`src/core/bdm_cmd_pkg.sv`:
```
package bdm_cmd_pkg;
  // ---------------------------------------------------------------
  // command codes and groups
  // ---------------------------------------------------------------
  localparam logic [7:0] NOP_CODE      = 8'h00;
  localparam logic [7:0] GO_CODE       = 8'h08;
  localparam logic [3:0] MEM_WRITE_GRP = 4'h1;
  localparam logic [3:0] MEM_READ_GRP  = 4'h3;
  localparam logic [2:0] CREG_GRP      = 3'h7;
  localparam logic [2:0] DREG_GRP      = 3'h5;
  localparam int         BLOCK_BIT     = 1;
  localparam int         STATUS_BIT    = 0;
  localparam int         SZ_LSB        = 2;
  localparam logic [1:0] SZ_BYTE       = 2'h0;
  localparam logic [1:0] SZ_WORD       = 2'h1;
  localparam logic [1:0] SZ_LONG       = 2'h2;
  localparam logic [1:0] SZ_BAD        = 2'h3;
  // ---------------------------------------------------------------
  // widths and field positions
  // ---------------------------------------------------------------
  localparam int ADDR_W     = 24;
  localparam int CRN_W      = 5;
  localparam int TT_W       = 2;
  localparam int TM_W       = 3;
  localparam int ESR_SB_MSB = 31;
  localparam int ESR_SB_LSB = 24;
  localparam logic [2:0] ADDR_BYTES = 3'h3;
  // ---------------------------------------------------------------
  // timing
  // ---------------------------------------------------------------
  localparam logic [4:0] RESP_DELAY_CYC = 5'h10;
  // ---------------------------------------------------------------
  // types
  // ---------------------------------------------------------------
  typedef enum logic [1:0] {
    PREV_OTHER = 2'b00,
    PREV_READ  = 2'b01,
    PREV_WRITE = 2'b10
  } prev_kind_t;
  typedef enum logic [2:0] {
    ST_IDLE  = 3'b000,
    ST_ADDR  = 3'b001,
    ST_WDATA = 3'b010,
    ST_MEMOP = 3'b011,
    ST_DELAY = 3'b100,
    ST_SEND  = 3'b101,
    ST_DONE  = 3'b110
  } state_t;
endpackage : bdm_cmd_pkg

```
`src/core/debug_serial_memory_access_cmds.sv`:
```
// Notes on behaviour
// - block read status: 0x33/37/3B, status then data
// - block read needs prior single read
// - block read uses pointer, then adds size
// - block read only after null/read/block read
// - size field decoded on every block command
// - status byte sampled after memory access
// - block write status: 0x13/17/1B, data then status
// - block write needs prior single write
// - block write uses pointer, then adds size
// - block write only after null/write/block write
// - resume leaves halt, restarts core prefetch
// - core uses values changed while halted
// - resume while running does nothing; here it still pulses the acknowledge and clears the block predecessor
// - null command does nothing but pulse the acknowledge
// - cpu register read returns 32 bits halted
// - cpu register read rejected when running
// - narrow cpu registers padded to 32 bits
// - debug register read allowed any time
// - single read codes, data msb first
// - word and long addresses aligned
// - access attributes from attribute register
// - acknowledge pulse when handshake enabled
//
// The implementer's own choices: the address map and the address-and-strobe port.
`timescale 1ns/1ps
module debug_serial_memory_access_cmds #(
  parameter int CREG_W = 32
) (
  // clock and reset
  input  wire logic                            sys_clk,
  input  wire logic                            rst,
  // received bytes from the serial shifter
  input  wire logic                            rx_valid,
  input  wire logic [7:0]                      rx_data,
  // bytes to send back
  output logic                                 tx_valid,
  output logic [7:0]                           tx_data,
  input  wire logic                            tx_ready,
  // handshake and error
  input  wire logic                            ack_enable,
  output logic                                 ack_pulse,
  output logic                                 illegal_cmd,
  // memory access port
  output logic                                 mem_req,
  output logic                                 mem_we,
  output logic [bdm_cmd_pkg::ADDR_W-1:0]       mem_addr,
  output logic [1:0]                           mem_size,
  output logic [31:0]                          mem_wdata,
  output logic [bdm_cmd_pkg::TT_W-1:0]         mem_tt,
  output logic [bdm_cmd_pkg::TM_W-1:0]         mem_tm,
  input  wire logic                            mem_ack,
  input  wire logic [31:0]                     mem_rdata,
  // debug access attribute register fields
  input  wire logic [bdm_cmd_pkg::TT_W-1:0]    transfer_type_field,
  input  wire logic [bdm_cmd_pkg::TM_W-1:0]    transfer_modifier_field,
  // core and debug register files
  input  wire logic                            cpu_halted,
  output logic                                 resume_req,
  output logic [bdm_cmd_pkg::CRN_W-1:0]        core_register_number,
  input  wire logic [CREG_W-1:0]               cpu_ctrl_rdata,
  input  wire logic [31:0]                     debug_ctrl_rdata,
  input  wire logic [31:0]                     extended_status_register
);
  import bdm_cmd_pkg::*;

  // ---------------------------------------------------------------
  // decode helpers
  // ---------------------------------------------------------------
  function automatic logic is_mem(input logic [7:0] c);
    return (c[7:4] == MEM_READ_GRP || c[7:4] == MEM_WRITE_GRP);
  endfunction : is_mem

  function automatic logic [2:0] size_bytes(input logic [1:0] sz);
    case (sz)
      SZ_WORD: size_bytes = 3'h2;
      SZ_LONG: size_bytes = 3'h4;
      default: size_bytes = 3'h1;
    endcase
  endfunction : size_bytes

  function automatic logic [ADDR_W-1:0] align(input logic [ADDR_W-1:0] a,
                                              input logic [1:0] sz);
    case (sz)
      SZ_WORD: align = {a[ADDR_W-1:1], 1'b0};
      SZ_LONG: align = {a[ADDR_W-1:2], 2'h0};
      default: align = a;
    endcase
  endfunction : align

  // ---------------------------------------------------------------
  // state
  // ---------------------------------------------------------------
  state_t             state;
  prev_kind_t         prev_kind;
  logic [7:0]         cmd;
  logic [2:0]         cnt;
  logic [4:0]         dly_cnt;
  logic [ADDR_W-1:0]  addr_sh;
  logic [ADDR_W-1:0]  ptr;
  logic [31:0]        rdata;
  logic [39:0]        out_buf;

  logic [1:0]         in_sz;
  logic               in_block;
  logic               in_write;
  logic               in_legal_block;
  logic [1:0]         cmd_sz;
  logic               cmd_mem;
  logic               cmd_status;
  logic [31:0]        data_al;
  logic [31:0]        creg_pad;

  // size is always taken from the byte in hand, never carried over
  assign in_sz          = rx_data[SZ_LSB+1:SZ_LSB];
  assign in_block       = rx_data[BLOCK_BIT];
  assign in_write       = (rx_data[7:4] == MEM_WRITE_GRP);
  assign in_legal_block = in_write ? (prev_kind == PREV_WRITE)
                                   : (prev_kind == PREV_READ);
  assign cmd_sz         = cmd[SZ_LSB+1:SZ_LSB];
  assign cmd_mem        = is_mem(cmd);
  assign cmd_status     = cmd_mem && cmd[STATUS_BIT];
  assign core_register_number = cmd[CRN_W-1:0];
  assign creg_pad       = 32'(cpu_ctrl_rdata);

  // byte, word and long data are sent msb first from the top of out_buf
  always_comb begin
    case (cmd_sz)
      SZ_BYTE: data_al = {rdata[7:0], 24'h0};
      SZ_WORD: data_al = {rdata[15:0], 16'h0};
      default: data_al = rdata;
    endcase
  end

  assign tx_valid = (state == ST_SEND);
  assign tx_data  = out_buf[39:32];

  // ---------------------------------------------------------------
  // command sequencer
  // ---------------------------------------------------------------
  always_ff @(posedge sys_clk) begin
    if (rst) begin
      state       <= ST_IDLE;
      cmd         <= NOP_CODE;
      cnt         <= 3'h0;
      dly_cnt     <= 5'h0;
      addr_sh     <= '0;
      mem_wdata   <= 32'h0;
      out_buf     <= 40'h0;
      illegal_cmd <= 1'b0;
      resume_req  <= 1'b0;
    end else begin
      illegal_cmd <= 1'b0;
      resume_req  <= 1'b0;
      case (state)
        ST_IDLE: begin
          if (rx_valid) begin
            cmd <= rx_data;
            if (rx_data == NOP_CODE) begin
              state <= ST_DONE;
            end else if (rx_data == GO_CODE) begin
              // the core flushes its pipeline and restarts from its own
              // current program counter and status, debug edits included
              resume_req <= cpu_halted;
              state      <= ST_DONE;
            end else if (is_mem(rx_data) && in_sz != SZ_BAD) begin
              if (!in_block) begin
                cnt   <= ADDR_BYTES;
                state <= ST_ADDR;
              end else if (!in_legal_block) begin
                illegal_cmd <= 1'b1;
                state       <= ST_DONE;
              end else if (in_write) begin
                cnt       <= size_bytes(in_sz);
                mem_wdata <= 32'h0;
                state     <= ST_WDATA;
              end else begin
                state <= ST_MEMOP;
              end
            end else if (rx_data[7:5] == CREG_GRP) begin
              if (cpu_halted) begin
                dly_cnt <= RESP_DELAY_CYC;
                state   <= ST_DELAY;
              end else begin
                illegal_cmd <= 1'b1;
                state       <= ST_DONE;
              end
            end else if (rx_data[7:5] == DREG_GRP) begin
              dly_cnt <= RESP_DELAY_CYC;
              state   <= ST_DELAY;
            end else begin
              // bad size codes illegal; other commands served elsewhere
              illegal_cmd <= is_mem(rx_data);
              state       <= ST_DONE;
            end
          end
        end
        ST_ADDR: begin
          if (rx_valid) begin
            addr_sh <= {addr_sh[ADDR_W-9:0], rx_data};
            cnt     <= cnt - 3'h1;
            if (cnt == 3'h1) begin
              if (cmd[7:4] == MEM_WRITE_GRP) begin
                // write data stays right justified, upper bytes zero
                cnt       <= size_bytes(cmd_sz);
                mem_wdata <= 32'h0;
                state     <= ST_WDATA;
              end else begin
                state <= ST_MEMOP;
              end
            end
          end
        end
        ST_WDATA: begin
          if (rx_valid) begin
            mem_wdata <= {mem_wdata[23:0], rx_data};
            cnt       <= cnt - 3'h1;
            if (cnt == 3'h1) begin
              state <= ST_MEMOP;
            end
          end
        end
        ST_MEMOP: begin
          if (mem_ack) begin
            dly_cnt <= RESP_DELAY_CYC;
            state   <= ST_DELAY;
          end
        end
        ST_DELAY: begin
          dly_cnt <= dly_cnt - 5'h1;
          if (dly_cnt == 5'h1) begin
            state <= ST_SEND;
            cnt   <= 3'h4;
            if (cmd[7:5] == CREG_GRP) begin
              out_buf <= {creg_pad, 8'h0};
            end else if (cmd[7:5] == DREG_GRP) begin
              out_buf <= {debug_ctrl_rdata, 8'h0};
            end else if (cmd[7:4] == MEM_WRITE_GRP) begin
              // status sampled now, well after the write finished
              out_buf <= {extended_status_register[ESR_SB_MSB:ESR_SB_LSB], 32'h0};
              cnt     <= 3'h1;
              state   <= cmd_status ? ST_SEND : ST_DONE;
            end else if (cmd_status) begin
              out_buf <= {extended_status_register[ESR_SB_MSB:ESR_SB_LSB], data_al};
              cnt     <= size_bytes(cmd_sz) + 3'h1;
            end else begin
              out_buf <= {data_al, 8'h0};
              cnt     <= size_bytes(cmd_sz);
            end
          end
        end
        ST_SEND: begin
          if (tx_ready) begin
            out_buf <= {out_buf[31:0], 8'h0};
            cnt     <= cnt - 3'h1;
            if (cnt == 3'h1) begin
              state <= ST_DONE;
            end
          end
        end
        ST_DONE: begin
          state <= ST_IDLE;
        end
        default: begin
          state <= ST_IDLE;
        end
      endcase
    end
  end

  // ---------------------------------------------------------------
  // memory port and address pointer
  // ---------------------------------------------------------------
  // the pointer advances only on a finished access, so padding nulls
  // between block commands never disturb it
  always_ff @(posedge sys_clk) begin
    if (rst) begin
      ptr      <= '0;
      mem_req  <= 1'b0;
      mem_we   <= 1'b0;
      mem_addr <= '0;
      mem_size <= SZ_BYTE;
      mem_tt   <= '0;
      mem_tm   <= '0;
      rdata    <= 32'h0;
    end else if (mem_req) begin
      if (mem_ack) begin
        mem_req <= 1'b0;
        rdata   <= mem_rdata;
        ptr     <= mem_addr + {{(ADDR_W-3){1'b0}}, size_bytes(mem_size)};
      end
    end else if ((state == ST_ADDR || state == ST_WDATA) && rx_valid && cnt == 3'h1
                 && !(state == ST_ADDR && cmd[7:4] == MEM_WRITE_GRP)) begin
      mem_req  <= 1'b1;
      mem_we   <= (cmd[7:4] == MEM_WRITE_GRP);
      mem_size <= cmd_sz;
      mem_tt   <= transfer_type_field;
      mem_tm   <= transfer_modifier_field;
      mem_addr <= cmd[BLOCK_BIT] ? align(ptr, cmd_sz)
                : (state == ST_ADDR) ? align({addr_sh[ADDR_W-9:0], rx_data}, cmd_sz)
                : align(addr_sh, cmd_sz);
    end else if (state == ST_IDLE && rx_valid && is_mem(rx_data) && in_sz != SZ_BAD
                 && in_block && in_legal_block && !in_write) begin
      mem_req  <= 1'b1;
      mem_we   <= 1'b0;
      mem_size <= in_sz;
      mem_tt   <= transfer_type_field;
      mem_tm   <= transfer_modifier_field;
      mem_addr <= align(ptr, in_sz);
    end
  end

  // ---------------------------------------------------------------
  // predecessor tracking and handshake
  // ---------------------------------------------------------------
  always_ff @(posedge sys_clk) begin
    if (rst) begin
      prev_kind <= PREV_OTHER;
      ack_pulse <= 1'b0;
    end else begin
      ack_pulse <= 1'b0;
      if (state == ST_DONE) begin
        // status variants of memory commands carry no acknowledge
        ack_pulse <= ack_enable && !illegal_cmd && !cmd_status;
        if (illegal_cmd) begin
          prev_kind <= PREV_OTHER;
        end else if (cmd == NOP_CODE) begin
          prev_kind <= prev_kind;
        end else if (cmd_mem) begin
          prev_kind <= (cmd[7:4] == MEM_WRITE_GRP) ? PREV_WRITE : PREV_READ;
        end else begin
          prev_kind <= PREV_OTHER;
        end
      end
    end
  end

  // ---------------------------------------------------------------
  // checks
  // ---------------------------------------------------------------
  a_block_read_gate: assert property (@(posedge sys_clk) disable iff (rst)
    (state == ST_IDLE && rx_valid && rx_data[7:4] == MEM_READ_GRP && rx_data[BLOCK_BIT]
     && rx_data[3:2] != SZ_BAD && prev_kind != PREV_READ) |=> illegal_cmd && !mem_req)
    else $error("block read accepted without a read before it");

  a_block_write_gate: assert property (@(posedge sys_clk) disable iff (rst)
    (state == ST_IDLE && rx_valid && rx_data[7:4] == MEM_WRITE_GRP && rx_data[BLOCK_BIT]
     && rx_data[3:2] != SZ_BAD && prev_kind != PREV_WRITE) |=> illegal_cmd ##1 state == ST_IDLE)
    else $error("block write accepted without a write before it");

  a_ptr_advance: assert property (@(posedge sys_clk) disable iff (rst)
    (mem_req && mem_ack) |=>
      ptr == $past(mem_addr) + {{(ADDR_W-3){1'b0}}, size_bytes($past(mem_size))})
    else $error("pointer not advanced by operand size");

  a_addr_align: assert property (@(posedge sys_clk) disable iff (rst)
    mem_req |-> (mem_size == SZ_BYTE) || (mem_size == SZ_WORD && !mem_addr[0])
                || (mem_size == SZ_LONG && mem_addr[1:0] == 2'h0))
    else $error("memory access not aligned to its size");

  a_attr_copy: assert property (@(posedge sys_clk) disable iff (rst)
    $rose(mem_req) |-> mem_tt == $past(transfer_type_field)
                       && mem_tm == $past(transfer_modifier_field))
    else $error("access attributes not taken from attribute register");

  a_resume_halted: assert property (@(posedge sys_clk) disable iff (rst)
    resume_req |-> $past(cpu_halted) && $past(rx_data) == GO_CODE)
    else $error("resume issued while core running");

  a_creg_reject: assert property (@(posedge sys_clk) disable iff (rst)
    (state == ST_IDLE && rx_valid && rx_data[7:5] == CREG_GRP && !cpu_halted)
      |=> illegal_cmd && state == ST_DONE ##1 !tx_valid)
    else $error("cpu register read not rejected while running");

  a_null_quiet: assert property (@(posedge sys_clk) disable iff (rst)
    (state == ST_IDLE && rx_valid && rx_data == NOP_CODE)
      |=> (ptr == $past(ptr)) && !mem_req && !illegal_cmd ##1 prev_kind == $past(prev_kind, 2))
    else $error("null command changed state");

  a_reply_delay: assert property (@(posedge sys_clk) disable iff (rst)
    $rose(state == ST_DELAY) |-> (!tx_valid)[*8])
    else $error("reply started before delay elapsed");

  a_ack_gate: assert property (@(posedge sys_clk) disable iff (rst)
    ack_pulse |-> $past(ack_enable) && !$past(cmd_status) && $past(state) == ST_DONE)
    else $error("acknowledge pulse without handshake enabled");

endmodule : debug_serial_memory_access_cmds

```
`config.mk`:
```
export PLATFORM = sky130hd
export DESIGN_NAME = debug_serial_memory_access_cmds
export DESIGN_NICKNAME = d
export VERILOG_FILES = /design/src/core/bdm_cmd_pkg.sv /design/src/core/debug_serial_memory_access_cmds.sv
export SDC_FILE = /design/constraint.sdc
export NUM_CORES = 1
export LEC_CHECK = 0
export BUFFER_PORTS_ARGS = -buffer_cell sky130_fd_sc_hd__buf_2
export CAP_MARGIN = 20
export CORE_MARGIN = 1
export CORE_UTILIZATION = 24
export CTS_CLUSTER_DIAMETER = 60
export DETAILED_ROUTE_END_ITERATION = 10
export SLEW_MARGIN = 25
export SYNTH_ARGS = -nofsm -noshare
export SYNTH_HDL_FRONTEND = slang
export SYNTH_SLANG_ARGS = --single-unit
```
`constraint.sdc`:
```
create_clock -name sys_clk -period 2.55 [get_ports sys_clk]
set_input_delay 0.255 -clock sys_clk [delete_from_list [all_inputs] [get_ports sys_clk]]
set_output_delay 0.255 -clock sys_clk [all_outputs]
set_load 0.02 [all_outputs]
```
After elaboration in Yosys (flattened, before gate mapping)
Index checks and enable logic that the tools add are counted.
{"block": "totals", "in_bits": 148, "word_cells": 234, "out_inout_bits": 82, "regBits": 209}
{"block": "classes", "n_bitwise": 5, "reduce_logical": 43, "mux": 115, "eq_ne": 48, "addsub": 4}
{"cell": "$mux W32", "count": 11}
{"cell": "$mux W40", "count": 6}
{"cell": "$mux W3", "count": 44}
{"cell": "$mux W24", "count": 4}
{"cell": "$pmux W32 S3", "count": 1}
{"cell": "$pmux W40 S2", "count": 1}
{"cell": "$pmux W32 S2", "count": 1}
{"cell": "$mux W5", "count": 8}
{"cell": "$ne A2 B2 Y1 const B", "count": 17}
{"cell": "$mux W2", "count": 14}
{"cell": "$add A24 B3 Y24", "count": 1}
{"cell": "$eq A3 B3 Y1 const B", "count": 7}
{"cell": "$pmux W3 S2", "count": 3}
{"cell": "$pmux W3 S6", "count": 1}
{"cell": "$logic_not A8 Y1", "count": 2}
{"cell": "$pmux W2 S2", "count": 4}
{"cell": "$mux W1", "count": 15}
{"cell": "$pmux W3 S5", "count": 1}
{"cell": "$pmux W5 S3", "count": 1}
{"cell": "$logic_and A1 B1 Y1", "count": 14}
{"cell": "$ne A3 B3 Y1 const B", "count": 4}
{"cell": "$reduce_and A12 Y1", "count": 1}
{"cell": "$reduce_and A11 Y1", "count": 1}
{"cell": "$reduce_and A2 Y1", "count": 5}
{"cell": "other kinds (25)", "count": 48}

Logic depth before layout (Yosys ltp)
{"block": "depth", "depth_word": 17, "ltp_mapped": 10, "depth_no_buf": 10}

Least setup slack after synthesis
OpenSTA, ideal clock, no wires.
{"block": "synth_timing", "kind": "reg2reg", "start": "register cmd[5]", "end": "register mem_wdata[0]", "slack_ps": 60, "stages_incl_launch_ff": 8, "arrival_time_ps": 2366, "path_buffers": 2, "cell_sequence": "dfxtp_1 > buf_2 > or4b_1 > buf_2 > or3_4 > a221o_4 > nor2_8 > mux2_1"}
{"block": "synth_between", "elab_chain_cells": 3}
{"item": "start, declared", "line_no": "debug_serial_memory_access_cmds.sv:96", "rtl": "logic [7:0] cmd;"}
{"item": "start signal, assigned", "line_no": "debug_serial_memory_access_cmds.sv:158", "rtl": "cmd <= rx_data;"}
{"item": "$eq A4 B1 Y1", "line_no": "debug_serial_memory_access_cmds.sv:203", "rtl": "if (cmd[7:4] == MEM_WRITE_GRP) begin"}
{"item": "$ne A2 B2 Y1 (no line)"}
{"item": "$reduce_and A12 Y1 (no line)"}
{"item": "end signal, assigned", "line_no": "debug_serial_memory_access_cmds.sv:216", "rtl": "mem_wdata <= {mem_wdata[23:0], rx_data};"}
{"item": "end, declared", "line_no": "debug_serial_memory_access_cmds.sv:49", "rtl": "output logic [31:0] mem_wdata,"}
Every way passes these cells.
A chain may end at the register's enable or synchronous reset.

Worst setup path after layout
{"block": "layout_timing", "start": "register state[2]", "end": "register mem_addr[17] (netlist name)"}
{"block": "layout_between", "elab_chain_cells": 9}
{"item": "start, declared", "line_no": "debug_serial_memory_access_cmds.sv:94", "rtl": "state_t state;"}
{"item": "start signal, assigned", "line_no": "debug_serial_memory_access_cmds.sv:242", "rtl": "state <= cmd_status ? ST_SEND : ST_DONE;"}
{"item": "$logic_not A3 Y1", "line_no": "debug_serial_memory_access_cmds.sv:302", "rtl": "end else if (state == ST_IDLE && rx_valid && is_mem(rx_data) && in_sz != SZ_BAD"}
{"item": "$logic_and A1 B1 Y1 (3 in a row)", "line_no": "debug_serial_memory_access_cmds.sv:302"}
{"item": "$logic_and A1 B1 Y1 (3 in a row)", "line_no": "debug_serial_memory_access_cmds.sv:303", "rtl": "&& in_block && in_legal_block && !in_write) begin"}
{"item": "$reduce_bool A2 Y1 (no line)"}
{"item": "$reduce_and A2 Y1 (no line)"}
{"item": "end signal, assigned", "line_no": "debug_serial_memory_access_cmds.sv:299", "rtl": "mem_addr <= cmd[BLOCK_BIT] ? align(ptr, cmd_sz)"}
{"item": "end signal, assigned", "line_no": "debug_serial_memory_access_cmds.sv:309", "rtl": "mem_addr <= align(ptr, in_sz);"}
{"item": "end, declared", "line_no": "debug_serial_memory_access_cmds.sv:47", "rtl": "output logic [bdm_cmd_pkg::ADDR_W-1:0] mem_addr,"}
Parallel ways exist; a longest one is shown, timed or not.

==> results by group <==
Run status
  • Status: finished, final reports clean

Timing
  • Post-route setup slack: around 140 ps
  • Rel. slew slack: between 50% and 60%
  • RSZ-0062 raised after global routing: false
  • Fin crit share: between 90% and 100%
  • # setup viols final: 0
  • Worst Tran Pin Value: between 700 and 800 ps
  • Clock period minus worst slack: about 2400 ps
  • Hold Fails Final Rpt: 0
  • Max Transition Viols Final: 0
  • Clock skew: ~19 ps
  • Sum Neg Setup Slack: 0 ps
  • Max Clk Rate: between 400 and 500 MHz

Route
  • WL/cell: 17.8 µm
  • Vias per cell: approximately 5
  • DRC: 0
  • Via count: approximately 11,000
  • DRT Pass-1 Iters: 5
  • Starting DRT DRC Count: roughly 1,100
  • Post-detailed-route count of antenna-violating nets: 0
  • Total Wirelength: 40,500 µm

Floorplan
  • Initial core utilization: approximately 25%
  • Die area: between 40,000 and 50,000 µm²
  • Die W: roughly 220 µm
  • Core ar.: ~46,000 µm²
  • Row cnt: 78
  • Die Y: about 220 µm
  • I/O Pins: between 200 and 250

Synth
  • Number of synthesized flops with an enable pin: 0
  • Top post-synthesis cells by count: 243 x nand2_1, 209 x dfxtp_1, 129 x a21oi_1
  • Synth area leader: dfxtp_1
  • Top cells by area, synth: dfxtp_1 37%, nand2_1 8.2%, mux2i_1 6.0%
  • Yosys warns: 0
  • Share of the synthesized area in the top cell type: a little under two fifths
  • Yosys cell types: 77
  • Ys async rst share: 0%
  • Synthesized Nets: ~1,600
  • Most frequent cell after synthesis: nand2_1
  • Top FF cell, synth: dfxtp_1
  • Post-synthesis area per instance: a little under 8 µm²
  • Post-synthesis register bit count: about 210
  • Post-synthesis cell count: roughly 1,400
  • Post-synthesis sequential area ratio: between 30% and 40%
  • Post-Syn Area: about 11,000 µm²

Layout
  • Final core utilization: 31.5%
  • Synth-to-Final Area Change: 28.6%
  • Final net count: about 1,800
  • Fill cell count: just under 5,000
  • Area occupied by multi-input gates: between 6000 and 7000 µm²
  • Layout cells sized above 1: a little over a fifth
  • FF/Latch Area: approximately 4200 µm²
  • Design area: between 10,000 and 15,000 µm²

Placement
  • Placed Area: 13,100 µm²
  • Placement Setup Slack: -2.69 ps
  • PortBufs: 205
  • Routability congestion estimate: roughly 0.90
  • DP HPWL: 29,600 µm

CTS
  • Root Driver: clkbuf_16
  • CTS buffer count: 28
  • CTS tree: built
  • Clk Latency, worst-skew pair: ~550 ps
  • Max Buffers Root-to-Sink: 3
  • CTS H-tree depth: 1
  • Clock Pin Slew Worst Setup and Hold Paths: about 60 ps
  • Clk sinks: ~210

Global route
  • Pin count of the biggest net entering global routing: 96
  • Global route total overflow: 0
  • Initial antenna violation count: 3
  • Vias in the first global route: about 11,000
  • First-pass GRT wire length: 62,500 µm
  • Total Routing Usage GR: about 17%

Worst setup path
  • Element type at the critical path start: flip-flop
  • CP dominant cell by count: buf_4
  • Critical path's largest stage delay: 700 ps
  • Worst EP arrival: ~2800 ps
  • Critical Path Slowest Stage Cell: or4b_2
  • WP data required: ~3000 ps
  • Max Fanout on Critical Path: 21
  • Crit Path Class: reg -> reg
  • Critical Path End Type: flip-flop
  • Ordered list of cells on the worst path: or4b_2 > nor4_1 > buf_4 > a22o_1 > buf_4 > buf_4 > o22ai_1

Worst hold path
  • Worst min-delay path category: in -> reg

Power and ir drop
  • Pwr dens: about 750 nW/µm²
  • Maximum VDD drop: roughly 0.43 mV
  • Leak Pwr: 5.46 nW

Job
  • Max_cap viols: 0
sequential cells by signal (all words and copies together), names as in the netlist, 3 cells and up:
name	cells
mem_tm	3
mem_wdata	32
mem_addr	24
rdata	32
cmd	8
state	3
cnt	3
addr_sh	24
out_buf	40
dly_cnt	5
ptr	24
kinds of logic after synthesis:
kind of cell / count (synthesis) / synth area share (%)
XOR/XNOR: 21 / 1.64
AND/OR/NAND/NOR: 575 / 24.2
AO/OA/AOI/OAI: 388 / 22.5
flip-flops: 209 / 37.4
adder cells (fa/ha/maj): 17 / 1.97
buffers and inverters: 153 / 5.88
multiplexers: 71 / 6.40
report_power, final:
| part | switching, W | internal (W) | leakage (nW) |
|---|---|---|---|
| clock | 0.00159 | 0.00233 | 0.453 |
| combinational | 0.00208 | 0.00119 | 3.32 |
| sequential | 0.000174 | 0.00347 | 1.69 |
| total | 0.00385 | 0.00699 | 5.46 |
worst max-delay path, delay by kind of cell, from the launching register on:
kind / cells / cell delay [ps]
and+or+nand+nor: 2 / 980
buffers and inverters: 3 / 670
AOI/OAI and AO/OA: 2 / 250
DFF: 1 / 370
layout by cell type (no fill, tap or decap), types with 16 or more instances in the layout:
master | synthesis | routed
a211oi_1 | 35 | 35
a21oi_1 | 129 | 129
buf_2 | 4 | 204
buf_4 | 14 | 74
clkbuf_16 | 0 | 29
dfxtp_1 | 209 | 209
dlygate4sd3_1 | 0 | 38
ha_1 | 16 | 16
inv_1 | 24 | 24
mux2i_1 | 67 | 67
nand2_1 | 243 | 243
nand2b_1 | 46 | 46
nand3_1 | 37 | 37
nor2_1 | 112 | 112
nor2b_1 | 24 | 23
nor3_1 | 38 | 38
o21ai_0 | 44 | 44
o22ai_1 | 33 | 33
xor2_1 | 16 | 16
stage by stage:
step	std cells	total power, W	hold WS [ps]
floorplan	1434	0.00578	379
global placement	2189	0.00687	439
detailed placement	2189	0.00690	443
CTS	2277	0.0109	5.84
global route	2277	0.0114	29.5
finish	2278	0.0108	25.1
final timing paths:
path	start	to	slack, ps	depth (start not counted)
max	state[2]	mem_addr[17]	140	7
min	rx_data[6]	addr_sh[6]	30	3
max reg2reg	state[2]	mem_addr[17]	140	7
min reg2reg	out_buf[15]	out_buf[15]	450	2
layout make-up:
| cell class | count | share of cell area [%] |
|---|---|---|
| Inverter | 25 | 0.652 |
| Sequential cell | 209 | 29.1 |
| Antenna cell | 1 | 0.0174 |
| Tap cell | 600 | 5.22 |
| Timing Repair Buffer | 321 | 14.2 |
| Multi-Input combinational cell | 1072 | 44.3 |
| Clock buffer | 36 | 5.57 |
| Clock inverter | 14 | 0.895 |
per-layer routing:
layer	routed length [µm]	part of all wire, %	GRT usage, %	vias up
li1	-	-	-	5533
met1	18300	45	22.3	5423
met2	19000	47	27.1	314
met3	1920	4.7	2.27	67
met4	1250	3.1	5.83	4
met5	27	0.067	0	-
repair_timing:
item / in CTS / in global routing
buffers inserted: 0 / 0
hold endpoints to repair: 38 / 0
hold buffers: 38 / 0
setup endpoints to repair: 0 / 4
resized for setup: 0 / 2
No activity file was read; power rests on OpenSTA's default activity.
